[src/verilog/cmd_decoder_pkg.sv]
package cmd_decoder_pkg;
  // Command word layout
  localparam int CMD_W    = 8;
  localparam int EXEC_BIT = 7;
  localparam int CODE_HI  = 6;
  localparam int CODE_LO  = 5;
  localparam int LINE_BIT = 4;
  localparam int INFO_HI  = 3;
  localparam int INFO_W   = 4;

  typedef enum logic [1:0] {
    CODE_CONT  = 2'b00,
    CODE_SCENE = 2'b01,
    CODE_CLEAR = 2'b10,
    CODE_GROUP = 2'b11
  } cmd_code_t;

  localparam logic [3:0] INFO_CLR_MEAS  = 4'h0;
  localparam logic [3:0] INFO_CLR_ERR   = 4'h1;
  localparam logic [3:0] INFO_CLR_JUDGE = 4'h2;

  // Per-line sequencing states
  typedef enum logic [1:0] {
    LN_IDLE = 2'b00,
    LN_MEAS = 2'b01
  } line_state_t;

  // APB register map
  localparam int         ADDR_W     = 8;
  localparam logic [7:0] OFF_CTRL   = 8'h00;
  localparam logic [7:0] OFF_STATUS = 8'h04;
  localparam logic [7:0] OFF_MASK   = 8'h08;
  localparam logic [7:0] OFF_LINE0  = 8'h0C;
  localparam logic [7:0] OFF_LINE1  = 8'h10;

  // Control: a set bit makes judgement assert on a failed result, one bit per line
  localparam logic [1:0] CTRL_RST = 2'h3;

  // Status and mask bits
  localparam int ST_W     = 4;
  localparam int ST_ERR   = 0;
  localparam int ST_DONE0 = 1;
  localparam int ST_DONE1 = 2;
  localparam int ST_CMD   = 3;

  // Line register fields
  localparam int LF_SCENE = 0;
  localparam int LF_GROUP = 4;
  localparam int LF_CONT  = 8;
  localparam int LF_READY = 9;
  localparam int LF_ACK   = 10;
  localparam int LF_JUDGE = 11;
  localparam int LF_VALUE = 16;
endpackage

[src/verilog/line_unit.sv]
`timescale 1ns/1ns
module line_unit
  import cmd_decoder_pkg::*;
#(
  parameter int DATA_W = 8
) (
  input  wire logic              pclk,
  input  wire logic              presetn,
  input  wire logic              trigger,
  input  wire logic              continuous,
  input  wire logic              scene_load,
  input  wire logic              group_load,
  input  wire logic [INFO_W-1:0] info,
  input  wire logic              clear_meas,
  input  wire logic              clear_judge,
  input  wire logic              pol_on_fail,
  input  wire logic              result_valid,
  input  wire logic              result_pass,
  input  wire logic [DATA_W-1:0] result_value,
  output logic                   meas_start,
  output logic                   ready,
  output logic                   gate,
  output logic                   judge,
  output logic      [DATA_W-1:0] data_out,
  output logic      [DATA_W-1:0] stored_value,
  output logic      [INFO_W-1:0] scene,
  output logic      [INFO_W-1:0] group
);

  if (DATA_W < 1 || DATA_W > 16) begin : g_bad_width
    $error("line_unit: DATA_W must be 1 to 16");
  end

  typedef struct packed {
    line_state_t       st;
    logic              trig_d;
    logic              pend;
    logic              start;
    logic              ready;
    logic              gate;
    logic              judge;
    logic [DATA_W-1:0] data;
    logic [DATA_W-1:0] value;
    logic [INFO_W-1:0] scene;
    logic [INFO_W-1:0] group;
  } line_reg_t;

  line_reg_t state_r;
  line_reg_t state_nxt;

  // Next state: trigger edge, scene loads, clears, measurement sequence
  always_comb begin
    state_nxt        = state_r;
    state_nxt.start  = 1'b0;
    state_nxt.gate   = 1'b0;
    state_nxt.trig_d = trigger;
    if (trigger && !state_r.trig_d) begin
      state_nxt.pend = 1'b1;
    end
    if (scene_load) begin
      state_nxt.scene = info;
    end
    if (group_load) begin
      state_nxt.group = info;
    end
    if (clear_meas) begin
      state_nxt.value = '0;
    end
    if (clear_judge) begin
      state_nxt.judge = 1'b0;
      state_nxt.data  = '0;
    end
    case (state_r.st)
      LN_IDLE: begin
        if (state_nxt.pend || continuous) begin
          state_nxt.st    = LN_MEAS;
          state_nxt.start = 1'b1;
          state_nxt.ready = 1'b0;
          state_nxt.pend  = 1'b0;
        end
      end
      LN_MEAS: begin
        if (result_valid) begin
          state_nxt.st    = LN_IDLE;
          state_nxt.value = result_value;
          state_nxt.data  = result_value;
          state_nxt.judge = result_pass ^ pol_on_fail;
          state_nxt.gate  = 1'b1;
          state_nxt.ready = 1'b1;
        end
      end
      default: begin
        state_nxt.st = LN_IDLE;
      end
    endcase
  end

  // State register
  always_ff @(posedge pclk or negedge presetn) begin
    if (!presetn) begin
      state_r       <= '0;
      state_r.st    <= LN_IDLE;
      state_r.ready <= 1'b1;
    end else begin
      state_r <= state_nxt;
    end
  end

  assign meas_start   = state_r.start;
  assign ready        = state_r.ready;
  assign gate         = state_r.gate;
  assign judge        = state_r.judge;
  assign data_out     = state_r.data;
  assign stored_value = state_r.value;
  assign scene        = state_r.scene;
  assign group        = state_r.group;

endmodule

[src/verilog/dual_line_parallel_command_decoder.sv]
`timescale 1ns/1ns
module dual_line_parallel_command_decoder
  import cmd_decoder_pkg::*;
#(
  parameter int DATA_W = 8
) (
  input  wire logic              pclk,
  input  wire logic              presetn,
  input  wire logic [ADDR_W-1:0] paddr,
  input  wire logic              psel,
  input  wire logic              penable,
  input  wire logic              pwrite,
  input  wire logic [31:0]       pwdata,
  output logic      [31:0]       prdata,
  output logic                   pready,
  output logic                   pslverr,
  input  wire logic [CMD_W-1:0]  command_input_bits,
  input  wire logic              trigger_0,
  input  wire logic              trigger_1,
  input  wire logic              receiver_ready_ack_0,
  input  wire logic              receiver_ready_ack_1,
  input  wire logic              result_valid_0,
  input  wire logic              result_valid_1,
  input  wire logic              result_pass_0,
  input  wire logic              result_pass_1,
  input  wire logic [DATA_W-1:0] result_value_0,
  input  wire logic [DATA_W-1:0] result_value_1,
  output logic                   meas_start_0,
  output logic                   meas_start_1,
  output logic                   ready_0,
  output logic                   ready_1,
  output logic                   gate_0,
  output logic                   gate_1,
  output logic                   judgement_0,
  output logic                   judgement_1,
  output logic      [DATA_W-1:0] data_out_0,
  output logic      [DATA_W-1:0] data_out_1,
  output logic                   error_out,
  output logic                   irq
);

  if (DATA_W < 1 || DATA_W > 16) begin : g_bad_width
    $error("decoder: DATA_W must be 1 to 16");
  end

  typedef struct packed {
    logic             exec_d;
    logic [CMD_W-1:0] cmd;
    logic [1:0]       cont;
    logic [1:0]       scene_ld;
    logic [1:0]       group_ld;
    logic [1:0]       clr_meas;
    logic [1:0]       clr_judge;
    logic             err;
    logic [1:0]       ctrl;
    logic [ST_W-1:0]  status;
    logic [ST_W-1:0]  mask;
    logic             irq;
    logic             pready;
    logic             pslverr;
    logic [31:0]      prdata;
  } dec_reg_t;

  dec_reg_t state_r;
  dec_reg_t state_nxt;

  logic [INFO_W-1:0] scene_0;
  logic [INFO_W-1:0] scene_1;
  logic [INFO_W-1:0] group_0;
  logic [INFO_W-1:0] group_1;
  logic [DATA_W-1:0] value_0;
  logic [DATA_W-1:0] value_1;

  // Command fields of the live input and of the held command
  logic              exec_in;
  logic              exec_rise;
  cmd_code_t         code_in;
  logic              line_in;
  logic [INFO_W-1:0] info_in;
  cmd_code_t         code_held;

  assign exec_in   = command_input_bits[EXEC_BIT];
  assign exec_rise = exec_in && !state_r.exec_d;
  assign code_in   = cmd_code_t'(command_input_bits[CODE_HI:CODE_LO]);
  assign line_in   = command_input_bits[LINE_BIT];
  assign info_in   = command_input_bits[INFO_HI:0];
  assign code_held = cmd_code_t'(state_r.cmd[CODE_HI:CODE_LO]);

  // Read word for one line register
  function automatic logic [31:0] line_word(
    input logic [INFO_W-1:0] scn,
    input logic [INFO_W-1:0] grp,
    input logic              cnt,
    input logic              rdy,
    input logic              ack,
    input logic              jdg,
    input logic [DATA_W-1:0] val
  );
    logic [31:0] w;
    w                       = '0;
    w[LF_SCENE +: INFO_W]   = scn;
    w[LF_GROUP +: INFO_W]   = grp;
    w[LF_CONT]              = cnt;
    w[LF_READY]             = rdy;
    w[LF_ACK]               = ack;
    w[LF_JUDGE]             = jdg;
    w[LF_VALUE +: DATA_W]   = val;
    return w;
  endfunction

  ////////////////////////////////////////////////////////////////////////
  // Next state: command decode, error, APB slave, interrupt
  always_comb begin
    logic            setup;
    logic            access;
    logic [ST_W-1:0] w1c;
    logic [ST_W-1:0] hw_set;
    setup     = psel && !penable;
    access    = psel && penable && state_r.pready;
    w1c       = '0;
    hw_set    = '0;
    state_nxt = state_r;
    state_nxt.exec_d    = exec_in;
    state_nxt.scene_ld  = '0;
    state_nxt.group_ld  = '0;
    state_nxt.clr_meas  = '0;
    state_nxt.clr_judge = '0;

    // Capture and decode once per execute rising edge
    if (exec_rise) begin
      state_nxt.cmd    = command_input_bits;
      hw_set[ST_CMD]   = 1'b1;
      case (code_in)
        CODE_CONT: begin
          state_nxt.cmd[INFO_HI:0] = '0;
        end
        CODE_SCENE: begin
          state_nxt.scene_ld[line_in] = 1'b1;
        end
        CODE_GROUP: begin
          state_nxt.group_ld[line_in] = 1'b1;
        end
        CODE_CLEAR: begin
          case (info_in)
            INFO_CLR_MEAS: begin
              state_nxt.clr_meas[line_in] = 1'b1;
            end
            INFO_CLR_ERR: begin
              state_nxt.err = 1'b0;
              w1c[ST_ERR]   = 1'b1;
            end
            INFO_CLR_JUDGE: begin
              state_nxt.clr_judge[line_in] = 1'b1;
            end
            default: begin
              state_nxt.err  = 1'b1;
              hw_set[ST_ERR] = 1'b1;
            end
          endcase
        end
        default: begin
          state_nxt.err  = 1'b1;
          hw_set[ST_ERR] = 1'b1;
        end
      endcase
    end

    // Continuous run lasts while execute stays high
    state_nxt.cont = '0;
    if (exec_in && (exec_rise ? code_in : code_held) == CODE_CONT) begin
      state_nxt.cont[exec_rise ? line_in
                               : state_r.cmd[LINE_BIT]] = 1'b1;
    end

    hw_set[ST_DONE0] = gate_0;
    hw_set[ST_DONE1] = gate_1;

    // APB: answer prepared in setup, access phase has pready high
    state_nxt.pready  = 1'b0;
    state_nxt.pslverr = 1'b0;
    if (setup) begin
      state_nxt.pready = 1'b1;
      state_nxt.prdata = '0;
      case (paddr)
        OFF_CTRL: begin
          state_nxt.prdata[1:0] = state_r.ctrl;
        end
        OFF_STATUS: begin
          state_nxt.prdata[ST_W-1:0] = state_r.status;
        end
        OFF_MASK: begin
          state_nxt.prdata[ST_W-1:0] = state_r.mask;
        end
        OFF_LINE0: begin
          state_nxt.pslverr = pwrite;
          state_nxt.prdata  = line_word(scene_0, group_0,
                                        state_r.cont[0], ready_0,
                                        receiver_ready_ack_0,
                                        judgement_0, value_0);
        end
        OFF_LINE1: begin
          state_nxt.pslverr = pwrite;
          state_nxt.prdata  = line_word(scene_1, group_1,
                                        state_r.cont[1], ready_1,
                                        receiver_ready_ack_1,
                                        judgement_1, value_1);
        end
        default: begin
          state_nxt.pslverr = 1'b1;
        end
      endcase
      if (pwrite) begin
        state_nxt.prdata = '0;
      end
    end else if (access) begin
      state_nxt.pslverr = state_r.pslverr;
      state_nxt.prdata  = state_r.prdata;
      if (pwrite && !state_r.pslverr) begin
        case (paddr)
          OFF_CTRL: begin
            state_nxt.ctrl = pwdata[1:0];
          end
          OFF_STATUS: begin
            w1c = w1c | pwdata[ST_W-1:0];
          end
          OFF_MASK: begin
            state_nxt.mask = pwdata[ST_W-1:0];
          end
          default: begin
            state_nxt.ctrl = state_r.ctrl;
          end
        endcase
      end
    end

    // Sticky status: a new event wins over a clear
    state_nxt.status = (state_r.status & ~w1c) | hw_set;
    state_nxt.irq    = |(state_nxt.status & state_nxt.mask);
  end

  ////////////////////////////////////////////////////////////////////////
  // State register
  always_ff @(posedge pclk or negedge presetn) begin
    if (!presetn) begin
      state_r      <= '0;
      state_r.ctrl <= CTRL_RST;
    end else begin
      state_r <= state_nxt;
    end
  end

  assign prdata    = state_r.prdata;
  assign pready    = state_r.pready;
  assign pslverr   = state_r.pslverr;
  assign error_out = state_r.err;
  assign irq       = state_r.irq;

  ////////////////////////////////////////////////////////////////////////
  // One sequencer per line
  line_unit #(.DATA_W(DATA_W)) u_line0 (
    .pclk         (pclk),
    .presetn      (presetn),
    .trigger      (trigger_0),
    .continuous   (state_r.cont[0]),
    .scene_load   (state_r.scene_ld[0]),
    .group_load   (state_r.group_ld[0]),
    .info         (state_r.cmd[INFO_HI:0]),
    .clear_meas   (state_r.clr_meas[0]),
    .clear_judge  (state_r.clr_judge[0]),
    .pol_on_fail  (state_r.ctrl[0]),
    .result_valid (result_valid_0),
    .result_pass  (result_pass_0),
    .result_value (result_value_0),
    .meas_start   (meas_start_0),
    .ready        (ready_0),
    .gate         (gate_0),
    .judge        (judgement_0),
    .data_out     (data_out_0),
    .stored_value (value_0),
    .scene        (scene_0),
    .group        (group_0)
  );

  line_unit #(.DATA_W(DATA_W)) u_line1 (
    .pclk         (pclk),
    .presetn      (presetn),
    .trigger      (trigger_1),
    .continuous   (state_r.cont[1]),
    .scene_load   (state_r.scene_ld[1]),
    .group_load   (state_r.group_ld[1]),
    .info         (state_r.cmd[INFO_HI:0]),
    .clear_meas   (state_r.clr_meas[1]),
    .clear_judge  (state_r.clr_judge[1]),
    .pol_on_fail  (state_r.ctrl[1]),
    .result_valid (result_valid_1),
    .result_pass  (result_pass_1),
    .result_value (result_value_1),
    .meas_start   (meas_start_1),
    .ready        (ready_1),
    .gate         (gate_1),
    .judge        (judgement_1),
    .data_out     (data_out_1),
    .stored_value (value_1),
    .scene        (scene_1),
    .group        (group_1)
  );
endmodule

[config.mk]
export PLATFORM = sky130hd
export DESIGN_NAME = dual_line_parallel_command_decoder
export DESIGN_NICKNAME = d
export VERILOG_FILES = /design/src/verilog/cmd_decoder_pkg.sv /design/src/verilog/line_unit.sv /design/src/verilog/dual_line_parallel_command_decoder.sv
export SDC_FILE = /design/constraint.sdc
export NUM_CORES = 1
export LEC_CHECK = 0
export BUFFER_PORTS_ARGS = -buffer_cell sky130_fd_sc_hd__clkbuf_2
export CORE_MARGIN = 4
export CORE_UTILIZATION = 50
export CTS_BUF_LIST = sky130_fd_sc_hd__clkbuf_4 sky130_fd_sc_hd__clkbuf_8
export DETAILED_ROUTE_END_ITERATION = 12
export GPL_ROUTABILITY_DRIVEN = 0
export GPL_TIMING_DRIVEN = 0
export PLACE_DENSITY = 0.81
export SYNTH_ARGS = -nofsm -noshare
export SYNTH_HDL_FRONTEND = slang
export SYNTH_SLANG_ARGS = --single-unit
[constraint.sdc]
create_clock -name pclk -period 3.8 [get_ports pclk]
set_clock_uncertainty 0.2 [all_clocks]
set_input_delay 0 -clock pclk [delete_from_list [all_inputs] [get_ports pclk]]
set_output_delay 0 -clock pclk [all_outputs]
set_load 0.01 [all_outputs]
==> results of run 1 <==
[logic make-up (layout without fill, tap and decap cells)]
| group | after synthesis | after routing | share of synthesized area [%] |
|---|---|---|---|
| compound gates | 96 | 96 | 14.2 |
| xor+xnor | 3 | 3 | 0.533 |
| buf+inv | 74 | 265 | 9.57 |
| flops | 114 | 114 | 58.0 |
| mux | 28 | 28 | 6.95 |
| other cells | 1 | 13 | 0.0761 |
| simple gates | 99 | 99 | 10.7 |
[power breakdown]
group,switching (mW),internal [mW]
registers,0.204,1.50
clock network,0.526,0.743
logic,0.417,0.460
total,1.15,2.71
[worst register-to-register path, cell delays in order, from the launching register on]
cell                            delay [ns]
sky130_fd_sc_hd__dfrtp_1              0.42
sky130_fd_sc_hd__nand4bb_1            0.27
sky130_fd_sc_hd__nor4_4               0.35
sky130_fd_sc_hd__dlygate4sd3_1        0.69
sky130_fd_sc_hd__mux2_2               0.37
sky130_fd_sc_hd__a222oi_1             0.24
sky130_fd_sc_hd__a21bo_1              0.24
[layout by cell type (no fill, tap or decap), drive strengths merged, types with 3 or more instances in the layout]
cell and n:
conb 12, nor3 10, nor4 3, dfrtp 110, dlygate4sd3 64, bufinv 4, o21ai 22, nor2b 9
a31oi 4, clkinv 3, mux2 24, a22oi 18, inv 14, buf 54, clkbuf 124, a22o 36
o31ai 3, nand2b 8, xor2 3, a21oi 6, nor2 21, o22a 3, dfstp 4, nand2 31
[sequential cells by signal (all words and copies together) (netlist names), 4 cells and up]
name and flops:
u_line0.stored_value 8, u_line1.stored_value 8, u_line1.group 4, u_line0.data_out 8, prdata 20, u_line0.group 4
u_line1.data_out 8, u_line1.scene 4, state_r 26, u_line0.scene 4
[per-layer routing]
layer  global-route usage [%]  routed length [µm]  share of wire (%)  vias to the layer above
met4                     11.1                 442                3.4                        0
met2                     39.9                6400                 49                      190
met5                        0                   0                  0                        -
met3                     6.18                 969                7.5                       50
met1                     29.3                5170                 40                     1922
li1                         -                   -                  -                     1804
[worst paths after layout]
kind / to / depth (start not counted)
worst min register to register: u_line0.meas_start / 1
worst max register to register: irq / 6
worst min-delay path: state_r[42] / 2
min in group pclk: u_line1.state_r[29] / 2
worst max-delay path: irq / 9
max in group asynchronous: prdata[5] / 2
[final cells by class]
type	instances	area [µm²]	area share, %
flip-flops and latches	114	2860	42.6
multi-input cells	238	1640	24.5
repair buffers	159	1120	16.8
plain buffers	65	438	6.53
clock buffers	18	248	3.69
clock inverters	14	201	3.00
well taps	129	161	2.41
inverters	9	33.8	0.504
diodes	1	2.50	0.0373
[timing repair]
item,in CTS,in global routing
hold buffers,64,0
hold endpoints to repair,196,0
endpoints found under the setup margin,0,0
[through the flow]
stage               cell area [µm²]  hold slack, ns  total power [mW]
finish                         6710          0.0355              3.85
global route                   6710          0.0479              4.02
global placement               5610         -0.0739              2.48
detailed placement             5620         -0.0635              2.52
CTS                            6710          0.0262              3.82
floorplan                      4970          -0.496              2.19
==> results.txt, run 1 <==
----------------------------------------------------
[Power]
  Reported leakage power ... 3.32 nW
  Highest ir drop seen on vdd ... 402 µV
  Power density of the placed cells ... 575 nW/µm²

[Synthesis]
  Area fraction of the dominant cell type after synthesis ... 55.8%
  Cell accounting for the most synthesized area ... sky130_fd_sc_hd__dfrtp_1
  Cell types with the largest area share after synthesis ... sky130_fd_sc_hd__dfrtp_1, sky130_fd_sc_hd__buf_4, sky130_fd_sc_hd__a22o_1
  EDFF count, synth ... 0
  Share of the yosys chip area belonging to registers ... 58.0%
  Average cell area after synthesis ... 11.9 µm²
  Async S/R FF share, synth ... between 90% and 100%
  Number of storage elements in the synthesis netlist ... 114
  Number of instances in the synthesized netlist ... 415
  Most numerous cell in the Yosys netlist ... sky130_fd_sc_hd__dfrtp_1
  Most used standard cells in the synthesized netlist ... sky130_fd_sc_hd__dfrtp_1, sky130_fd_sc_hd__buf_4, sky130_fd_sc_hd__a22o_1
  Total standard cell area after synthesis ... about 4900 µm²
  Number of warnings issued by yosys ... 0
  Synth cell types ... 47
  Top FF cell, synth ... sky130_fd_sc_hd__dfrtp_1

[Floorplan]
  I/O Pins ... 137
  Initial Util ... 52.4%
  Chip Height ... about 110 µm
  Total Die Area ... roughly 12,000 µm²
  Chip width ... about 110 µm
  Placeable core region ... roughly 9400 µm²
  Site row count ... 35

[Placement]
  Quantity of I/O buffers inserted on ports ... 95
  Placed Cells ... 650
  Detailed Place HPWL ... a little over 8 mm
  Worst setup slack after placement ... 1.46 ns

[Routing]
  Post-route DRC ... 0
  Vias after detailed routing ... 3,966
  First-pass iteration count of the detailed router ... 4
  Initial DRC Count ... ~330
  Final Routed Wirelength ... between 10 and 15 mm
  Vias/cell ... around 5.3
  WL/cell ... 17.4 µm
  Antenna-violating nets left ... 0

[Worst setup path]
  CP required ... 3.92 ns
  Crit-path most repeated cell ... sky130_fd_sc_hd__dlygate4sd3_1
  Worst path arrival time ... 3.58 ns
  Crit. End Element ... flop
  Crit-path max cell delay ... just under 0.7 ns
  Biggest fanout along the worst timing path ... 4
  Worst setup SP type ... primary input
  Reg2reg setup slack ... about 0.94 ns
  Count of buffer and inverter cells on the critical path ... 4
  Cell at the slowest stage of the critical path ... sky130_fd_sc_hd__dlygate4sd3_1
  Critical R2R Launch ... pslverr
  Start point of the critical path ... paddr[5]
  Startpoint-to-endpoint class of the critical path ... primary input to flop
  Top delay family on crit path ... buffers and inverters
  Cell breakdown of the critical path ... dlygate4sd3_1, clkbuf_2, or3_4, dlygate4sd3_1, nor4_4, dlygate4sd3_1, mux2_2, a222oi_1, a21bo_1

[Clock tree]
  Worst-Skew Late Latency ... 0.43 ns
  TritonCTS clock tree ... built
  Buffer type at the clock tree root ... sky130_fd_sc_hd__clkbuf_8
  Total clock buffers created by CTS ... 17
  Worst-path clk slew ... 0.08 ns
  H-tree levels ... 4
  CTS-repair resized insts ... 0
  Maximum buffer depth of the clock tree ... 2
  Clock tree sinks ... around 110
  Number of setup buffers added after CTS ... 0

[Job]
  Max-cap viol count ... 0

[Finish]
  Count of filler cells inserted in the layout ... 620
  Post-layout utilization of the core ... a little over 70%
  Non-filler cells in the finished layout ... around 750
  Growth of design area from synthesis to finish ... 36.1%
  # nets final ... 681
  Proportion of layout cells with a drive suffix above 1 ... 34.8%

[Timing]
  Period minus WS final ... 3.46 ns
  Number of endpoints with negative hold slack in the final report ... 0
  Unrepaired setup endpoints after global routing ... false
  Remaining max-slew budget at the tightest pin ... 42.3%
  Min setup slack post-route ... 0.344 ns
  Fraction of the cycle the final worst path needs ... around nine tenths
  Highest clock rate ... 289 MHz
  Final Setup Violations ... 0
  Sum of negative setup slack ... 0 ns
  Tightest Pin Transition ... 0.865 ns
  Max Slew Vio Count ... 0

[Hold path]
  Path type of the worst min-delay path ... primary input to async pin

[GRT]
  Antenna violations before repair ... 0
  Maximum number of pins on one net before global-route repair ... 115
  Global-route usage over all layers ... 24.0%
  Vias in the first global route ... between 4,000 and 5,000
  Wire length of the first global-routing pass ... ~21 mm
  GRT overflow ... 0

[Status]
  Status ... finished, final reports clean

----------------------------------------------------
(Power assumes the default switching activity.)
==> run 2: changes to the inputs <==
Settings changed: CORE_UTILIZATION 50 to 45, PLACE_DENSITY 0.81 to 0.74.
==> run 2 against run 1 <==
Against the previous run: register-to-register slack better by 0.02 ns; worst hold slack better by 0.0054 ns; worst setup slack better by 0.46 ns; die area up 10%; clock-buffer cell count up 1; clock power down 8%; flip-flop and latch count unchanged; sequential share of layout area up 0.17 points; non-clock buffer count unchanged; design area down 0.39%.
==> results.txt, run 2 (same netlist as run 1, synthesis figures left out) <==
----------------------------------------------------
[Status]
  Status ... finished, final reports clean

[Timing]
  Fraction of the cycle the final worst path needs ... 78.9% (-12 points)
  Max Slew Vio Count ... 0 (unchanged)
  Sum of negative setup slack ... 0 ns (unchanged)
  Highest clock rate ... 334 MHz (+15%)
  Min Hold Slack ... 0.0409 ns (+0.00543 ns)
  Number of endpoints with negative hold slack in the final report ... 0 (unchanged)
  Unrepaired setup endpoints after global routing ... false
  Remaining max-slew budget at the tightest pin ... 41.7% (-0.57 points)
  Period minus WS final ... 3.00 ns (-0.458 ns)
  Tightest Pin Transition ... 0.874 ns (+0.00860 ns)
  Min setup slack post-route ... 0.802 ns (+0.458 ns)
  Final Setup Violations ... 0 (unchanged)

[Clock tree]
  TritonCTS clock tree ... built
  CTS-repair resized insts ... 0 (unchanged)
  Buffer type at the clock tree root ... sky130_fd_sc_hd__clkbuf_8
  Number of setup buffers added after CTS ... 0 (unchanged)
  Worst-path clk slew ... 0.07 ns (about the same)
  H-tree levels ... 4 (unchanged)
  Clock tree sinks ... 114 (unchanged)
  Maximum buffer depth of the clock tree ... 2 (unchanged)
  Worst-Skew Late Latency ... 0.42 ns (about the same)
  Hold Buf Count CTS ... 64 (unchanged)
  Total clock buffers created by CTS ... 17 (unchanged)

[Placement]
  Quantity of I/O buffers inserted on ports ... 95 (unchanged)
  Detailed Place HPWL ... 7.99 mm (-1.4%)
  Placement Cell Area ... 5630 µm² (+0.16%)
  Worst setup slack after placement ... 1.48 ns (+0.0145 ns)
  Placed Cells ... 657 (+1.1%)

[Routing]
  Total met2 wirelength after detailed routing ... 5.94 mm (-7.2%)
  Top routing layer used ... met4
  First-pass iteration count of the detailed router ... 5 (+1)
  Met3 Wirelength ... 734 µm (-24%)
  Antenna-violating nets left ... 0 (unchanged)
  Post-route DRC ... 0 (unchanged)
  Sum of routed wire segments on met1 ... 5.15 mm (-0.35%)
  Vias/cell ... 5.05 (-4.9%)
  Vias after detailed routing ... 3,801 (-4.2%)
  Final Routed Wirelength ... 12.1 mm (-6.8%)
  WL/cell ... 16.1 µm (-7.5%)
  Initial DRC Count ... 231 (-30%)

[Job]
  Max-cap viol count ... 0 (unchanged)

[Finish]
  Proportion of layout cells with a drive suffix above 1 ... 34.8% (unchanged)
  Diode insertion count for antenna repair ... 0 (-1)
  Max FFs per register ... 26 (unchanged)
  Growth of design area from synthesis to finish ... 35.6%
  Storage cell area ... 2860 µm² (unchanged)
  Area of all placed cells without fillers ... 6680 µm² (-0.39%)
  # nets final ... 681 (unchanged)
  Count of filler cells inserted in the layout ... 795 (+28%)
  Non-filler cells in the finished layout ... 753 (+0.80%)
  Highest-count cells in the layout ignoring fill and taps ... sky130_fd_sc_hd__dfrtp_1, sky130_fd_sc_hd__clkbuf_2, sky130_fd_sc_hd__dlygate4sd3_1, sky130_fd_sc_hd__buf_4, sky130_fd_sc_hd__a22o_1
  Area of the multi-input gates ... 1640 µm² (unchanged)
  Post-layout utilization of the core ... 63.6% (-7.7 points)
  Top reg by flops ... state_r
  Most frequent standard cell in the layout excluding fill and tap cells ... sky130_fd_sc_hd__dfrtp_1

[Power]
  Highest ir drop seen on vdd ... 289 µV (-28%)
  Power density of the placed cells ... 557 nW/µm² (-3.0%)
  Total Power ... 3.72 mW (-3.4%)
  Switching part of the total ... 29.2% (-0.60 points)
  Reported leakage power ... 3.30 nW (-0.66%)
  Sequential share of power ... 45.7% (+1.4 points)
  Clock share of power ... 31.4% (-1.5 points)
  Cell-internal power ... 2.64 mW (-2.5%)
  Gate power share ... 22.9% (about the same)
  Net switching power figure ... 1.09 mW (-5.3%)

[Worst setup path]
  Worst path arrival time ... 3.11 ns (-0.47 ns)
  Count of buffer and inverter cells on the critical path ... 4 (unchanged)
  Worst setup SP type ... primary input
  Crit-path most repeated cell ... sky130_fd_sc_hd__dlygate4sd3_1
  Top delay family on crit path ... buffers and inverters
  Crit-path max cell delay ... 0.63 ns (-0.06 ns)
  Cell breakdown of the critical path ... dlygate4sd3_1, buf_6, nor4b_1, dlygate4sd3_1, nand4b_1, dlygate4sd3_1, o22a_2, a222oi_1, a21bo_1
  Crit. End Element ... flop
  Cell at the slowest stage of the critical path ... sky130_fd_sc_hd__dlygate4sd3_1
  Startpoint-to-endpoint class of the critical path ... primary input to flop
  Biggest fanout along the worst timing path ... 10 (+6)
  CP required ... 3.91 ns (about the same)

[Floorplan]
  Chip width ... 113 µm (+5.0%)
  Initial Util ... 46.9% (-5.4 points)
  Placeable core region ... 10,500 µm² (+12%)
  Chip Height ... 113 µm (+5.0%)
  Total Die Area ... 12,700 µm² (+10%)
  Site row count ... 37 (+5.7%)
  I/O Pins ... 137 (unchanged)

[GRT]
  Vias in the first global route ... 4,023 (-5.0%)
  Wire length of the first global-routing pass ... 20.1 mm (-6.1%)
  Global-route usage over all layers ... 20.0% (-4.0 points)
  GRT overflow ... 0 (unchanged)
  Antenna violations before repair ... 0 (unchanged)
  Maximum number of pins on one net before global-route repair ... 115 (unchanged)

[Hold path]
  Path type of the worst min-delay path ... primary input to async pin

----------------------------------------------------
[run 2: cell count changes in the layout (fill, tap and decap cells not counted), sizes merged]
cell / change
inv: -5
clkinv: +3
clkinvlp: +2
bufinv: -1
clkbuf: +1
diode: -1
[run 2: area by class of cell]
type / count / share of cell area (%)
well taps: 136 / 2.55
flip-flops and latches: 114 / 42.8
multi-input cells: 238 / 24.6
repair buffers: 159 / 16.8
inverters: 9 / 0.506
plain buffers: 65 / 6.55
clock buffers: 19 / 3.82
clock inverters: 13 / 2.42
[run 2: routing by layer]
layer | vias to the layer above | GRT usage, %
li1 | 1800 | -
met1 | 1849 | 25.7
met2 | 130 | 32.7
met3 | 22 | 4.80
met4 | 0 | 7.77
met5 | - | 0
[run 2: final timing paths]
kind | from | to | slack, ns | depth (start not counted)
max in group asynchronous | presetn | u_line1.scene[0] | 2.74 | 2
worst max-delay path | paddr[3] | irq | 0.80 | 9
worst min register to register | prdata[8] | prdata[8] | 0.28 | 2
min in group pclk | trigger_1 | u_line1.state_r[29] | 0.04 | 2
worst min-delay path | presetn | state_r[37] | 0.04 | 2
worst max register to register | pslverr | irq | 0.96 | 6
[run 2: power groups by stage]
stage / Sequential [mW] / Combinational, mW / Clock (mW)
after floorplan: 1.66 / 0.527 / 0
after global placement: 1.70 / 0.780 / 0
after detailed placement: 1.71 / 0.804 / 0
after CTS: 1.69 / 0.850 / 1.19
after global routing: 1.73 / 0.936 / 1.24
final: 1.70 / 0.853 / 1.17
==> run 3: changes to the inputs <==
Settings changed: ABC_AREA set to 1, PLACE_DENSITY 0.74 to 0.77.
Clock period 3.8 ns to 2.5 ns, I/O delays scaled along.
==> run 3 against run 2 <==
Against the previous run: register-to-register slack got worse by 0.63 ns; worst hold slack gained 0.015 ns; synthesized area increased by 3.7%; global-route usage rose by 0.62 points; die area increased by 3.4%; critical path depth rose by 1; clock power is 44% higher; synthesized cell count is 38% higher; cell count rose by 22%; flip-flop and latch count is the same; design area rose by 3.1%; first-iteration DRC count increased by 50%.
==> results.txt, run 3 <==
----------------------------------------------------
[Status]
  Status ... finished, final reports clean

[Finish]
  Highest-count cells in the layout ignoring fill and taps ... sky130_fd_sc_hd__nand2_1, sky130_fd_sc_hd__dfrtp_1, sky130_fd_sc_hd__clkbuf_2, sky130_fd_sc_hd__dlygate4sd3_1, sky130_fd_sc_hd__inv_1
  Growth of design area from synthesis to finish ... 34.7%
  Max FFs per register ... 26 (unchanged)
  Proportion of layout cells with a drive suffix above 1 ... 27.8% (-7.0 points)
  # nets final ... 841 (+23%)
  Diode insertion count for antenna repair ... 0 (unchanged)
  Top reg by flops ... state_r
  Non-filler cells in the finished layout ... 917 (+22%)
  Most frequent standard cell in the layout excluding fill and tap cells ... sky130_fd_sc_hd__nand2_1

[Timing]
  Tightest Pin Transition ... 0.881 ns (+0.00682 ns)
  Final Setup Violations ... 0 (unchanged)
  Number of endpoints with negative hold slack in the final report ... 0 (unchanged)
  Max Slew Vio Count ... 0 (unchanged)
  Min Hold Slack ... 0.0556 ns (+0.0147 ns)
  Remaining max-slew budget at the tightest pin ... 41.3% (-0.45 points)
  Fraction of the cycle the final worst path needs ... 86.9%
  Highest clock rate ... around 460 MHz
  Period minus WS final ... 2.17 ns
  Sum of negative setup slack ... 0 ns (unchanged)
  Unrepaired setup endpoints after global routing ... false

[Floorplan]
  Site row count ... 38 (+2.7%)
  Initial Util ... 46.5% (-0.36 points)
  Chip Height ... 115 µm (+1.7%)
  I/O Pins ... 137 (unchanged)
  Total Die Area ... 13,100 µm² (+3.4%)
  Chip width ... 115 µm (+1.7%)
  Placeable core region ... 11,000 µm² (+4.5%)

[GRT]
  Maximum number of pins on one net before global-route repair ... 115 (unchanged)
  GRT overflow ... 0 (unchanged)
  Antenna violations before repair ... 0 (unchanged)
  Global-route usage over all layers ... 20.6% (+0.62 points)
  Vias in the first global route ... 4,406 (+9.5%)
  Wire length of the first global-routing pass ... 21.1 mm (+4.8%)

[Worst setup path]
  Cell breakdown of the critical path ... inv_1, nand2_1, nor2_4, nand3_1, dlygate4sd3_1, nand2_1, nand2_1, nand2_1, inv_1, nand2_1
  Endpoint of the lowest-slack register-to-register path ... irq
  Worst setup SP type ... flop
  Cell at the slowest stage of the critical path ... sky130_fd_sc_hd__dlygate4sd3_1
  Reg2reg setup slack ... 0.33 ns (-0.63 ns)
  Worst Reg2Reg Path Length in Cells ... 10 (+4)
  CP required ... 2.65 ns (-1.26 ns)
  Critical R2R Launch ... pslverr
  Crit-path max cell delay ... 0.60 ns (-0.03 ns)
  Worst path arrival time ... 2.32 ns (-0.79 ns)
  Startpoint-to-endpoint class of the critical path ... flop to flop
  Crit-path most repeated cell ... sky130_fd_sc_hd__nand2_1
  Biggest fanout along the worst timing path ... 9 (-1)
  Crit. End Element ... flop

[Routing]
  Post-route DRC ... 0 (unchanged)
  Initial DRC Count ... 346 (+50%)
  First-pass iteration count of the detailed router ... 5 (unchanged)
  Antenna-violating nets left ... 0 (unchanged)
  Final Routed Wirelength ... 12.9 mm (+6.4%)
  Vias/cell ... 4.85 (-3.9%)
  WL/cell ... 14.0 µm (-13%)
  Vias after detailed routing ... 4,448 (+17%)

[Synthesis]
  Number of storage elements in the synthesis netlist ... 114 (unchanged)
  Share of the yosys chip area belonging to registers ... 55.9% (-2.1 points)
  Cell accounting for the most synthesized area ... sky130_fd_sc_hd__dfrtp_1
  Most used standard cells in the synthesized netlist ... sky130_fd_sc_hd__nand2_1, sky130_fd_sc_hd__dfrtp_1, sky130_fd_sc_hd__inv_1
  Average cell area after synthesis ... 8.95 µm² (-25%)
  Top FF cell, synth ... sky130_fd_sc_hd__dfrtp_1
  Async S/R FF share, synth ... 100% (unchanged)
  Number of instances in the synthesized netlist ... 571 (+38%)
  Area fraction of the dominant cell type after synthesis ... 53.8% (-2.0 points)
  Number of warnings issued by yosys ... 0 (unchanged)
  Total standard cell area after synthesis ... 5110 µm² (+3.7%)
  Most numerous cell in the Yosys netlist ... sky130_fd_sc_hd__nand2_1
  Synth cell types ... 35 (-26%)
  EDFF count, synth ... 0 (unchanged)
  Cell types with the largest area share after synthesis ... sky130_fd_sc_hd__dfrtp_1, sky130_fd_sc_hd__nand2_1, sky130_fd_sc_hd__buf_4

[Placement]
  Placed Cells ... 818 (+25%)
  Quantity of I/O buffers inserted on ports ... 96 (+1.1%)
  Detailed Place HPWL ... 8.78 mm (+9.8%)

[Hold path]
  Hold Crit Depth ... 2
  Hold EP ... u_line1.state_r[29]
  Path type of the worst min-delay path ... primary input to flop
  Worst Hold Launch ... trigger_1

[Clock tree]
  Total clock buffers created by CTS ... 17 (unchanged)
  Maximum buffer depth of the clock tree ... 2 (unchanged)
  Worst-Skew Late Latency ... 0.42 ns (about the same)
  TritonCTS clock tree ... built
  Worst-path clk slew ... 0.06 ns (about the same)
  Clock tree sinks ... 114 (unchanged)
  Buffer type at the clock tree root ... sky130_fd_sc_hd__clkbuf_8
  H-tree levels ... 4 (unchanged)

[Power]
  Reported leakage power ... 3.72 nW (+13%)
  Highest ir drop seen on vdd ... 530 µV (+83%)
  Power density of the placed cells ... 800 nW/µm² (+43%)

[Job]
  Max-cap viol count ... 0 (unchanged)

----------------------------------------------------
run 3: layout make-up:
type / instances / area (µm²)
fill: 883 / 4100
sequential: 114 / 2860
multi-input combinational: 340 / 1630
timing repair buffer: 163 / 1150
buffer: 59 / 412
clock buffer: 28 / 354
inverter: 69 / 259
tap: 140 / 175
clock inverter: 4 / 47.5
run 3: how the worst max path moves through the flow:
| stage | startpoint | to | cells past startpoint |
|---|---|---|---|
| 3_3_place_gp | presetn | u_line0.data_out[4] | 1 |
| 6_report | pslverr | irq | 10 |
| 3_5_place_dp | pslverr | irq | 10 |
| 5_1_grt | pslverr | irq | 10 |
| 2_1_floorplan | pslverr | state_r[43] | 5 |
| 4_1_cts | paddr[0] | irq | 13 |
run 3: logic make-up (layout without fill, tap and decap cells):
| kind of cell | count (synthesis) | in the layout | share of synthesized area [%] |
|---|---|---|---|
| other | 1 | 12 | 0.0734 |
| XOR/XNOR | 2 | 2 | 0.343 |
| multiplexers | 6 | 6 | 1.32 |
| flip-flops | 114 | 114 | 55.9 |
| AND/OR/NAND/NOR | 258 | 258 | 21.9 |
| AO/OA/AOI/OAI | 62 | 62 | 7.39 |
| buffers and inverters | 128 | 323 | 13.1 |
run 3: timing repair:
action / 4_1_cts / 5_1_grt
hold buffers: 65 / 3
endpoints found under the setup margin: 0 / 4
resized for setup: 0 / 1
buffers inserted: 0 / 2
hold endpoints to repair: 210 / 4
run 3: through the flow:
stage / worst slack (ns) / power (mW) / util, % / cell area [µm²]
CTS: 0.0344 / 5.53 / 62.6 / 6870
detailed placement: 0.894 / 3.75 / 53.0 / 5820
floorplan: 1.07 / 3.25 / - / 5150
global placement: -0.288 / 3.69 / 52.9 / 5810
finish: 0.327 / 5.51 / 62.7 / 6890
global route: 0.208 / 5.83 / 62.7 / 6890
run 3: where the power goes:
group / switching (mW) / internal, mW
clock network: 0.696 / 0.999
registers: 0.210 / 2.26
logic: 0.728 / 0.612
total: 1.63 / 3.87
run 3: worst max-delay path: cells and delay by family (launching register included):
family / cells / cell delay [ns]
flops: 1 / 0.40
simple gates: 7 / 0.80
buf+inv: 3 / 0.71
run 3: metal layers:
metal	track usage, %	vias up	routed length (µm)
met2	32.8	168	6170
met5	0	-	0
met4	7.76	0	257
met1	26.9	2121	5710
li1	-	2134	-
met3	5.71	25	739
